**src/sdr_map.svh**
```systemverilog
// offsets, field positions, reset values and frame constants of the register bank
`ifndef SDR_MAP_SVH
`define SDR_MAP_SVH

// register offsets
`define SDR_ADDR_CONFIG 13'h0000
`define SDR_ADDR_IDENT 13'h0001
`define SDR_ADDR_GRADE 13'h0002
`define SDR_ADDR_CHSEL 13'h0005
`define SDR_ADDR_COMMIT 13'h00FF
`define SDR_ADDR_BANK_LO 13'h0008
`define SDR_ADDR_BANK_HI 13'h0018

// shadow bank geometry and global entries (0x09 and 0x0B)
`define SDR_BANK_N 17
`define SDR_BANK_W 5
`define SDR_GLOBAL_MASK 17'h0000A

// reset values
`define SDR_RST_CONFIG 8'h18
`define SDR_RST_CHSEL 2'h3
`define SDR_RST_BANK0 8'h80

// field positions in the configuration, commit and grade registers
`define SDR_CFG_LSB_HI 6
`define SDR_CFG_LSB_LO 1
`define SDR_CFG_SRST_HI 5
`define SDR_CFG_SRST_LO 2
`define SDR_COMMIT_BIT 0
`define SDR_GRADE_LSB 4

// instruction layout
`define SDR_INSTR_RW 15
`define SDR_INSTR_LEN_HI 14
`define SDR_INSTR_LEN_LO 13
`define SDR_INSTR_LAST 4'hF
`define SDR_BYTE_LAST 3'h7
`define SDR_LEN_STREAM 2'h3

`endif

```
**src/sdr_pkg.sv**
```systemverilog
// types shared by the register bank and its shadow memory
`default_nettype none
package sdr_pkg;

  // serial frame states, one-hot
  typedef enum logic [4:0] {
    SDR_IDLE = 5'b00001,
    SDR_INSTR = 5'b00010,
    SDR_WRITE = 5'b00100,
    SDR_READ = 5'b01000,
    SDR_HOLD = 5'b10000
  } sdr_state_e;

  typedef logic [16:0][7:0] sdr_bank_t;

  // state of the shadow memory
  typedef struct packed {
    logic [1:0][16:0][7:0] shadow;
    logic [1:0][16:0][7:0] active;
    logic [7:0] rdData;
  } sdr_bank_s;

  // state of the serial register front end
  typedef struct packed {
    logic csbMeta;
    logic csbSync;
    logic sclkMeta;
    logic sclkSync;
    logic sclkPrev;
    logic sdioMeta;
    logic sdioSync;
    sdr_state_e state;
    logic [15:0] instr;
    logic [3:0] bitCnt;
    logic [1:0] byteCnt;
    logic stream;
    logic [12:0] addr;
    logic [7:0] rxByte;
    logic [7:0] txShift;
    logic driveOut;
    logic lsbFirst;
    logic [1:0] chanSel;
    logic commitBit;
    logic softRst;
  } sdr_top_s;

endpackage
`default_nettype wire

```
**src/sdr_regmap.sv**
```systemverilog
// serial-port register bank with shadowed, per-channel program registers
//
// Function
// - After power-on or soft reset every configuration register takes its default value.
// - Writes to 0x08..0x18 change only the shadow copy, not live operation.
// - Writing 0x01 to 0xFF sets the commit bit that triggers the shadow transfer.
// - Setting the commit bit copies all shadow registers into the live copies at once.
// - The commit bit clears itself right after the copy.
// - Local registers exist once per channel.
// - Register 0x05 bit 0 steers access to channel A, bit 1 to channel B.
// - With both select bits set a local write updates both channels alike.
// - With both select bits set a local read returns channel A.
// - Global registers are written to both channels alike and ignore the channel select.
// - The grade register shows the speed code in bits 6 to 4.
`timescale 1ns/1ns
`default_nettype none
`include "sdr_map.svh"

module sdr_regmap import sdr_pkg::*; #(
  parameter logic [7:0] DEVICE_ID = 8'h5A, // arbitrary value
  parameter logic [2:0] SPEED_GRADE = 3'h3
) (
  input wire logic clock,
  input wire logic resetn,
  input wire logic sclk,
  input wire logic csbN,
  input wire logic sdioIn,
  output logic sdioOut,
  output logic sdioOe,
  output sdr_bank_t activeA,
  output sdr_bank_t activeB,
  output logic lsbFirst
);

  sdr_top_s st_q;
  sdr_top_s st_d;

  logic sclkRise;
  logic sclkFall;
  logic [15:0] instrNext;
  logic [7:0] byteNext;
  logic byteDone;
  logic [7:0] readValue;
  logic [7:0] bankRdData;
  logic inBank;
  logic [4:0] bankIdx;
  logic isGlobal;
  logic [1:0] bankWrChan;
  logic bankRdChan;
  logic commit;
  logic [12:0] addrNext;
  logic lastByte;
  logic [16:0] globalMask;
  logic [7:0] readRev;

  // edges of the synchronised serial clock
  assign sclkRise = st_q.sclkSync & ~st_q.sclkPrev;
  assign sclkFall = ~st_q.sclkSync & st_q.sclkPrev;

  // incoming bit lands at the top or the bottom by bit order
  always_comb begin
    if (st_q.lsbFirst) begin
      instrNext = {st_q.sdioSync, st_q.instr[15:1]};
      byteNext = {st_q.sdioSync, st_q.rxByte[7:1]};
    end else begin
      instrNext = {st_q.instr[14:0], st_q.sdioSync};
      byteNext = {st_q.rxByte[6:0], st_q.sdioSync};
    end
  end

  // address decode of the shadow range
  assign inBank = (st_q.addr >= `SDR_ADDR_BANK_LO) && (st_q.addr <= `SDR_ADDR_BANK_HI);
  assign bankIdx = 5'(st_q.addr - `SDR_ADDR_BANK_LO);
  assign globalMask = `SDR_GLOBAL_MASK;
  assign isGlobal = inBank && globalMask[bankIdx];

  // bit-reversed read value for LSB-first replies
  for (genvar b = 0; b < 8; b++) begin : g_rev
    assign readRev[b] = readValue[7 - b];
  end

  // address walks down, or up in LSB-first mode
  assign addrNext = st_q.lsbFirst ? (st_q.addr + 13'h0001) : (st_q.addr - 13'h0001);
  assign byteDone = sclkRise && (st_q.bitCnt[2:0] == `SDR_BYTE_LAST);
  assign lastByte = !st_q.stream && (st_q.byteCnt == 2'h0);

  // channel steering for the shadow memory
  always_comb begin
    if (isGlobal) begin
      bankWrChan = 2'h3;
      bankRdChan = 1'b0;
    end else begin
      bankWrChan = st_q.chanSel;
      bankRdChan = (st_q.chanSel == 2'h2);
    end
    if (!(st_q.state == SDR_WRITE && byteDone && inBank)) begin
      bankWrChan = 2'h0;
    end
  end

  // read data of the addressed register
  always_comb begin
    case (st_q.addr)
      `SDR_ADDR_CONFIG: begin
        readValue = `SDR_RST_CONFIG;
        readValue[`SDR_CFG_LSB_HI] = st_q.lsbFirst;
        readValue[`SDR_CFG_LSB_LO] = st_q.lsbFirst;
      end
      `SDR_ADDR_IDENT: readValue = DEVICE_ID;
      `SDR_ADDR_GRADE: readValue = {1'b0, SPEED_GRADE, 4'h0};
      `SDR_ADDR_CHSEL: readValue = {6'h00, st_q.chanSel};
      `SDR_ADDR_COMMIT: readValue = {7'h00, st_q.commitBit};
      default: readValue = inBank ? bankRdData : 8'h00;
    endcase
  end

  // commit runs in the same cycle that the bit is set
  assign commit = st_q.commitBit;

  // frame engine, register writes and control bits
  always_comb begin
    st_d = st_q;
    st_d.csbMeta = csbN;
    st_d.csbSync = st_q.csbMeta;
    st_d.sclkMeta = sclk;
    st_d.sclkSync = st_q.sclkMeta;
    st_d.sclkPrev = st_q.sclkSync;
    st_d.sdioMeta = sdioIn;
    st_d.sdioSync = st_q.sdioMeta;
    st_d.softRst = 1'b0;
    st_d.commitBit = 1'b0;
    case (st_q.state)
      SDR_IDLE: begin
        st_d.bitCnt = 4'h0;
        st_d.driveOut = 1'b0;
        if (!st_q.csbSync) begin
          st_d.state = SDR_INSTR;
        end
      end
      SDR_INSTR: begin
        if (sclkRise) begin
          st_d.instr = instrNext;
          st_d.bitCnt = st_q.bitCnt + 4'h1;
          if (st_q.bitCnt == `SDR_INSTR_LAST) begin
            st_d.bitCnt = 4'h0;
            st_d.addr = instrNext[12:0];
            st_d.byteCnt = instrNext[`SDR_INSTR_LEN_HI:`SDR_INSTR_LEN_LO];
            st_d.stream = (instrNext[`SDR_INSTR_LEN_HI:`SDR_INSTR_LEN_LO] == `SDR_LEN_STREAM);
            st_d.state = instrNext[`SDR_INSTR_RW] ? SDR_READ : SDR_WRITE;
          end
        end
      end
      SDR_WRITE: begin
        if (sclkRise) begin
          st_d.rxByte = byteNext;
          st_d.bitCnt = {1'b0, st_q.bitCnt[2:0] + 3'h1};
        end
        if (byteDone) begin
          case (st_q.addr)
            `SDR_ADDR_CONFIG: begin
              st_d.lsbFirst = byteNext[`SDR_CFG_LSB_HI] | byteNext[`SDR_CFG_LSB_LO];
              st_d.softRst = byteNext[`SDR_CFG_SRST_HI] | byteNext[`SDR_CFG_SRST_LO];
            end
            `SDR_ADDR_CHSEL: st_d.chanSel = byteNext[1:0];
            `SDR_ADDR_COMMIT: st_d.commitBit = byteNext[`SDR_COMMIT_BIT];
            default: st_d.commitBit = 1'b0; // identity, grade and open locations ignore writes
          endcase
          st_d.addr = addrNext;
          st_d.byteCnt = st_q.byteCnt - 2'h1;
          if (lastByte) begin
            st_d.state = SDR_HOLD;
          end
        end
      end
      SDR_READ: begin
        if (sclkFall) begin
          st_d.driveOut = 1'b1;
          if (st_q.bitCnt[2:0] == 3'h0) begin
            st_d.txShift = st_q.lsbFirst ? readRev : readValue;
          end else begin
            st_d.txShift = {st_q.txShift[6:0], 1'b0};
          end
        end
        if (sclkRise) begin
          st_d.bitCnt = {1'b0, st_q.bitCnt[2:0] + 3'h1};
        end
        if (byteDone) begin
          st_d.addr = addrNext;
          st_d.byteCnt = st_q.byteCnt - 2'h1;
          if (lastByte) begin
            st_d.state = SDR_HOLD;
          end
        end
      end
      SDR_HOLD: begin
        if (sclkFall) begin
          st_d.driveOut = 1'b0;
        end
      end
      default: begin
        st_d.state = SDR_IDLE;
      end
    endcase
    // chip select high ends any frame at once
    if (st_q.csbSync) begin
      st_d.state = SDR_IDLE;
      st_d.driveOut = 1'b0;
    end
    // a commit written in the same cycle wins over the self-clear
    if (st_q.state == SDR_WRITE && byteDone && st_q.addr == `SDR_ADDR_COMMIT) begin
      st_d.commitBit = byteNext[`SDR_COMMIT_BIT];
    end
    // soft reset brings the control bits back to their defaults
    if (st_q.softRst) begin
      st_d.lsbFirst = 1'b0;
      st_d.chanSel = `SDR_RST_CHSEL;
      st_d.commitBit = 1'b0;
    end
  end

  // state register with power-on defaults
  always_ff @(posedge clock or negedge resetn) begin
    if (!resetn) begin
      st_q <= '0;
      st_q.csbMeta <= 1'b1;
      st_q.csbSync <= 1'b1;
      st_q.state <= SDR_IDLE;
      st_q.chanSel <= `SDR_RST_CHSEL;
    end else begin
      st_q <= st_d;
    end
  end

  // shadow and live copies of the program registers
  sdr_shadow_bank u_bank (
    .clock(clock),
    .resetn(resetn),
    .loadDefaults(st_q.softRst),
    .wrChan(bankWrChan),
    .wrIdx(bankIdx),
    .wrData(byteNext),
    .rdIdx(bankIdx),
    .rdChan(bankRdChan),
    .commit(commit),
    .rdData(bankRdData),
    .activeA(activeA),
    .activeB(activeB)
  );

  // serial data out and pin direction
  assign sdioOut = st_q.txShift[7];
  assign sdioOe = st_q.driveOut;
  assign lsbFirst = st_q.lsbFirst;

endmodule // sdr_regmap

`default_nettype wire

```
**src/sdr_shadow_bank.sv**
```systemverilog
// shadow and active copies of the program registers for both channels
`timescale 1ns/1ns
`default_nettype none
`include "sdr_map.svh"

module sdr_shadow_bank import sdr_pkg::*; (
  input wire logic clock,
  input wire logic resetn,
  input wire logic loadDefaults,
  input wire logic [1:0] wrChan,
  input wire logic [4:0] wrIdx,
  input wire logic [7:0] wrData,
  input wire logic [4:0] rdIdx,
  input wire logic rdChan,
  input wire logic commit,
  output logic [7:0] rdData,
  output sdr_bank_t activeA,
  output sdr_bank_t activeB
);

  sdr_bank_s st_q;
  sdr_bank_s st_d;

  // per-channel shadow writes, defaults and commit copy
  always_comb begin
    st_d = st_q;
    for (int ch = 0; ch < 2; ch++) begin
      if (wrChan[ch] && (wrIdx < 5'(`SDR_BANK_N))) begin
        st_d.shadow[ch][wrIdx] = wrData;
      end
      if (commit) begin
        st_d.active[ch] = st_q.shadow[ch];
      end
      if (loadDefaults) begin
        st_d.shadow[ch] = '0;
        st_d.shadow[ch][0] = `SDR_RST_BANK0;
        st_d.active[ch] = '0;
        st_d.active[ch][0] = `SDR_RST_BANK0;
      end
    end
    st_d.rdData = (rdIdx < 5'(`SDR_BANK_N)) ? st_q.shadow[rdChan][rdIdx] : 8'h00;
  end

  // state register, defaults at reset
  always_ff @(posedge clock or negedge resetn) begin
    if (!resetn) begin
      st_q <= '0;
      st_q.shadow[0][0] <= `SDR_RST_BANK0;
      st_q.shadow[1][0] <= `SDR_RST_BANK0;
      st_q.active[0][0] <= `SDR_RST_BANK0;
      st_q.active[1][0] <= `SDR_RST_BANK0;
    end else begin
      st_q <= st_d;
    end
  end

  assign rdData = st_q.rdData;
  assign activeA = st_q.active[0];
  assign activeB = st_q.active[1];

endmodule // sdr_shadow_bank

`default_nettype wire

```
**config.mk**
```make
export PLATFORM = sky130hd
export DESIGN_NAME = sdr_regmap
export DESIGN_NICKNAME = d
export VERILOG_FILES = /design/src/sdr_pkg.sv /design/src/sdr_regmap.sv /design/src/sdr_shadow_bank.sv
export VERILOG_INCLUDE_DIRS = /design/src
export SDC_FILE = /design/constraint.sdc
export NUM_CORES = 1
export LEC_CHECK = 0
export ABC_AREA = 1
export BUFFER_PORTS_ARGS = -buffer_cell sky130_fd_sc_hd__buf_4
export CORE_MARGIN = 5
export CORE_UTILIZATION = 60
export DETAILED_ROUTE_END_ITERATION = 12
export PLACE_DENSITY = 0.89
export SLEW_MARGIN = 10
export SYNTH_ARGS = -nofsm -noshare
export SYNTH_HDL_FRONTEND = slang
export SYNTH_SLANG_ARGS = --single-unit
```
**constraint.sdc**
```tcl
create_clock -name clock -period 3.8 [get_ports clock]
set_input_delay 0.76 -clock clock [delete_from_list [all_inputs] [get_ports clock]]
set_output_delay 0.76 -clock clock [all_outputs]
set_load 0.02 [all_outputs]
```
==> flow_metrics.py <==
metrics = {
    "setup_path": {
        "critical_path_class": "reg -> reg",
        "crit_slowest_cell": "buf_6",
        "cp_data_required_time_ns": 4.34,
        "crit_arrival_ns": 4.13,
        "endpoint_kind": "flop",
        "cp_max_fo": 102,
        "cpPeakStageDelay_ns": 0.64,
        "cp_cell_sequence": "inv_1, ha_1, inv_2, nor3_2, nand3_4, buf_6, nand3_1, nand3_1, nand3_1, nand3_1, nand2_1, nor2_1, nor2_1, nor2_1",
        "cp_common_cell": "nand3_1",
        "critPathLaunchType": "flop",
    },
    "finish": {
        "fillers": 3724,
        "drive_gt1_share_pct": 14.2,
        "stdcell_count": 4071,
        "multiInputGateArea_um2": 10300,
        "fin_util_pct": 66.2,
        "regArea_um2": 15600,
        "area_delta_synth_final_pct": 9.35,
        "final_nets": 3376,
    },
    "pwr": {
        "p_sw_mw": 3.48,
        "power_frac_seq_pct": 47.7,
        "p_int_mw": 10.8,
        "sw_frac_of_total_pct": 24.3,
        "ir_worst_vdd_mv": 0.411,
        "power.density_nw_per_um2": 442,
        "p_leak_nw": 15.0,
        "clockPowerShare_pct": 44.9,
        "p_comb_share_pct": 7.4,
    },
    "global_routing": {
        "grt_pass1_wl_um": 139000,
        "track_usage_pct": 32.6,
        "grt_overflow": 0,
        "antenna_found_initial": 3,
        "grt_max_degree": 141,
        "grt_pass1_vias": 24300,
    },
    "die": {
        "start_util_pct": 60.6,
        "die_h_um": 232,
        "die-area_um2": 53900,
        "die_w_um": 232,
        "std_cell_rows": 81,
        "ios": 280,
        "fp.coreArea_um2": 48800,
    },
    "clocking": {
        "clock_latency_ns": 0.64,
        "cts_made_buffers": 59,
        "clock_tree.buffer_depth": 3,
        "postCtsHoldBufs": 0,
        "cts_tree": "built",
        "h-tree-depth": 2,
        "cts_resized": 0,
        "cts_root_buf": "clkbuf_16",
        "clkTransAtPathRegs_ns": 0.07,
        "postCtsSetupBuffers": 0,
        "numClockSinks": 622,
    },
    "detailed_routing": {
        "initialDrtViolationCount": 3695,
        "route.met2.wl_um": 38900,
        "drcViolationCount": 0,
        "detail-route-antenna-nets": 0,
        "first_pass_iters": 6,
        "wl_met1_um": 33000,
        "dr_total_vias": 25400,
        "wl_per_cell_um": 22.0,
        "top_layer_used": "met5",
        "avgViaCountPerCell": 6.24,
        "wl_um": 89600,
        "met3_length_um": 11900,
    },
    "yosys": {
        "avgSynthCellArea_um2": 8.66,
        "syn-num-nets": 3438,
        "ys_types": 47,
        "yosys_most_used_dff": "dfrtp_1",
        "yosys_warnings": 0,
        "synth.yosys.seq_area_share_pct": 52.6,
        "syn_area_um2": 29600,
        "syn_inst": 3418,
        "synth_edf_count": 0,
        "synthArstFlopShare_pct": 100,
        "ys_ff_latch": 622,
    },
    "placement": {
        "dp.cells": 3959,
        "globalplace.congestion": 0.975,
        "hpwlAfterDp_um": 58900,
        "io_buffers": 279,
        "place_ws_ns": 0.194,
    },
    "min_path": {
        "hold_path_class": "in -> async",
    },
    "outcome": {
        "status": "complete, no violations",
    },
    "timing": {
        "finalMaxSlewViolations": 0,
        "skew_ns": 0.0287,
        "fmax_mhz": 278,
        "finalHoldViolCount": 0,
        "setup_ws_ns": 0.206,
        "rsz0062_at_grt": "false",
        "final-setup-viol-count": 0,
        "worst_slew_pin_slew_ns": 1.21,
        "slew_headroom_pct": 19.3,
        "timing.final.crit_share_pct": 94.6,
        "final.setup.tns_ns": 0,
        "fin_crit_ns": 3.59,
        "whs_ns": 0.0654,
    },
    "flow_run": {
        "drv_cap": 0,
    },
}
## worst max-delay path: cells and delay by family (launching register included)
family | cells | cell delay [ns]
and+or+nand+nor | 10 | 1.40
buffers and inverters | 3 | 1.01
adders and majority gates | 1 | 0.46
DFF | 1 | 0.55
## layer usage
layer / track usage, % / vias to the layer above
li1: - / 11000
met1: 44.2 / 12000
met2: 48.1 / 1939
met4: 17.2 / 4
met3: 9.31 / 448
met5: 0 / -
## flip-flops by register name (all words and copies together) (netlist names)
| name | cells |
|---|---|
| u_bank.st_q | 272 |
| commit | 1 |
| sdioOe | 1 |
| u_bank.activeA | 136 |
| lsbFirst | 1 |
| st_d | 4 |
| st_q | 62 |
| u_bank.activeB | 136 |
| u_bank.rdData | 8 |
| sdioOut | 1 |
## cell type report
class / instances / share of cell area [%]
Tap cell: 664 / 2.57
Sequential cell: 622 / 48.1
Multi-Input combinational cell: 2089 / 31.8
Clock inverter: 29 / 1.25
Clock buffer: 82 / 5.30
Timing Repair Buffer: 324 / 7.95
Inverter: 260 / 3.03
Antenna cell: 1 / 0.00773
## final timing paths
path / slack [ns] / cells past startpoint / to / from
worst max-delay path: 0.21 / 14 / u_bank.rdData[3] / st_q[25]
worst min-delay path: 0.07 / 1 / u_bank.activeB[43] / resetn
worst max register to register: 0.21 / 14 / u_bank.rdData[3] / st_q[25]
worst min register to register: 0.35 / 0 / st_d[65] / st_d[66]
max in group asynchronous: 2.57 / 3 / u_bank.activeB[94] / resetn
min in group clock: 0.25 / 1 / st_d[66] / sclk
## synth_stat cells (all sizes together), types with 9 or more instances
cell type  instances  share of area, %
dfrtp            613                52
nand3            379               6.4
nor2             200               2.9
a21oi             40              0.69
nor3              16              0.33
nand2            751               9.6
ha                15              0.63
clkbuf           109               1.4
o21ai            480               8.1
o22ai             11              0.23
inv              254               3.2
buf              338               8.1
dfstp              9              0.80
a22o             153               4.5
## logic make-up (layout without fill, tap and decap cells)
group / Yosys count / count (layout) / share of synthesized area, %
AOI/OAI and AO/OA: 710 / 710 / 14.2
xor gates and xnor gates: 2 / 2 / 0.0592
adders and majority gates: 15 / 15 / 0.634
buffers and inverters: 707 / 695 / 12.8
DFF: 622 / 622 / 52.6
muxes: 3 / 3 / 0.101
other: 0 / 1 / 0
and+or+nand+nor: 1359 / 1359 / 19.5
## power by group through the flow
| stage | registers [mW] | clock network (mW) | logic (mW) |
|---|---|---|---|
| final | 6.83 | 6.43 | 1.06 |
| after floorplan | 6.91 | 0 | 0.650 |
| after detailed placement | 6.94 | 0 | 1.02 |
| after global placement | 6.94 | 0 | 1.01 |
| after CTS | 6.82 | 6.44 | 1.03 |
| after global routing | 6.83 | 6.71 | 1.17 |
## through the flow
stage | power, mW | area (um2)
3_5_place_dp | 7.96 | 30200
2_1_floorplan | 7.56 | 29600
3_3_place_gp | 7.95 | 30200
4_1_cts | 14.3 | 32300
6_report | 14.3 | 32400
5_1_grt | 14.7 | 32400
## placed cells by master, fill, tap and decap left out, types with 10 or more instances in the layout
cell and instances:
dfrtp_1 612, inv_2 11, o21ai_0 462, a21oi_1 39, clkinv_2 15, nand2_1 746
nand3_1 377, buf_4 311, nor2_4 15, nor2_1 178, o21ai_1 18, bufinv_16 10
nor3_1 14, o22ai_1 11, a22o_1 153, clkbuf_16 61, buf_12 10, clkbuf_8 11
ha_1 15, inv_1 242, clkbuf_1 10
Note: power is estimated with default switching activity, not from simulation.
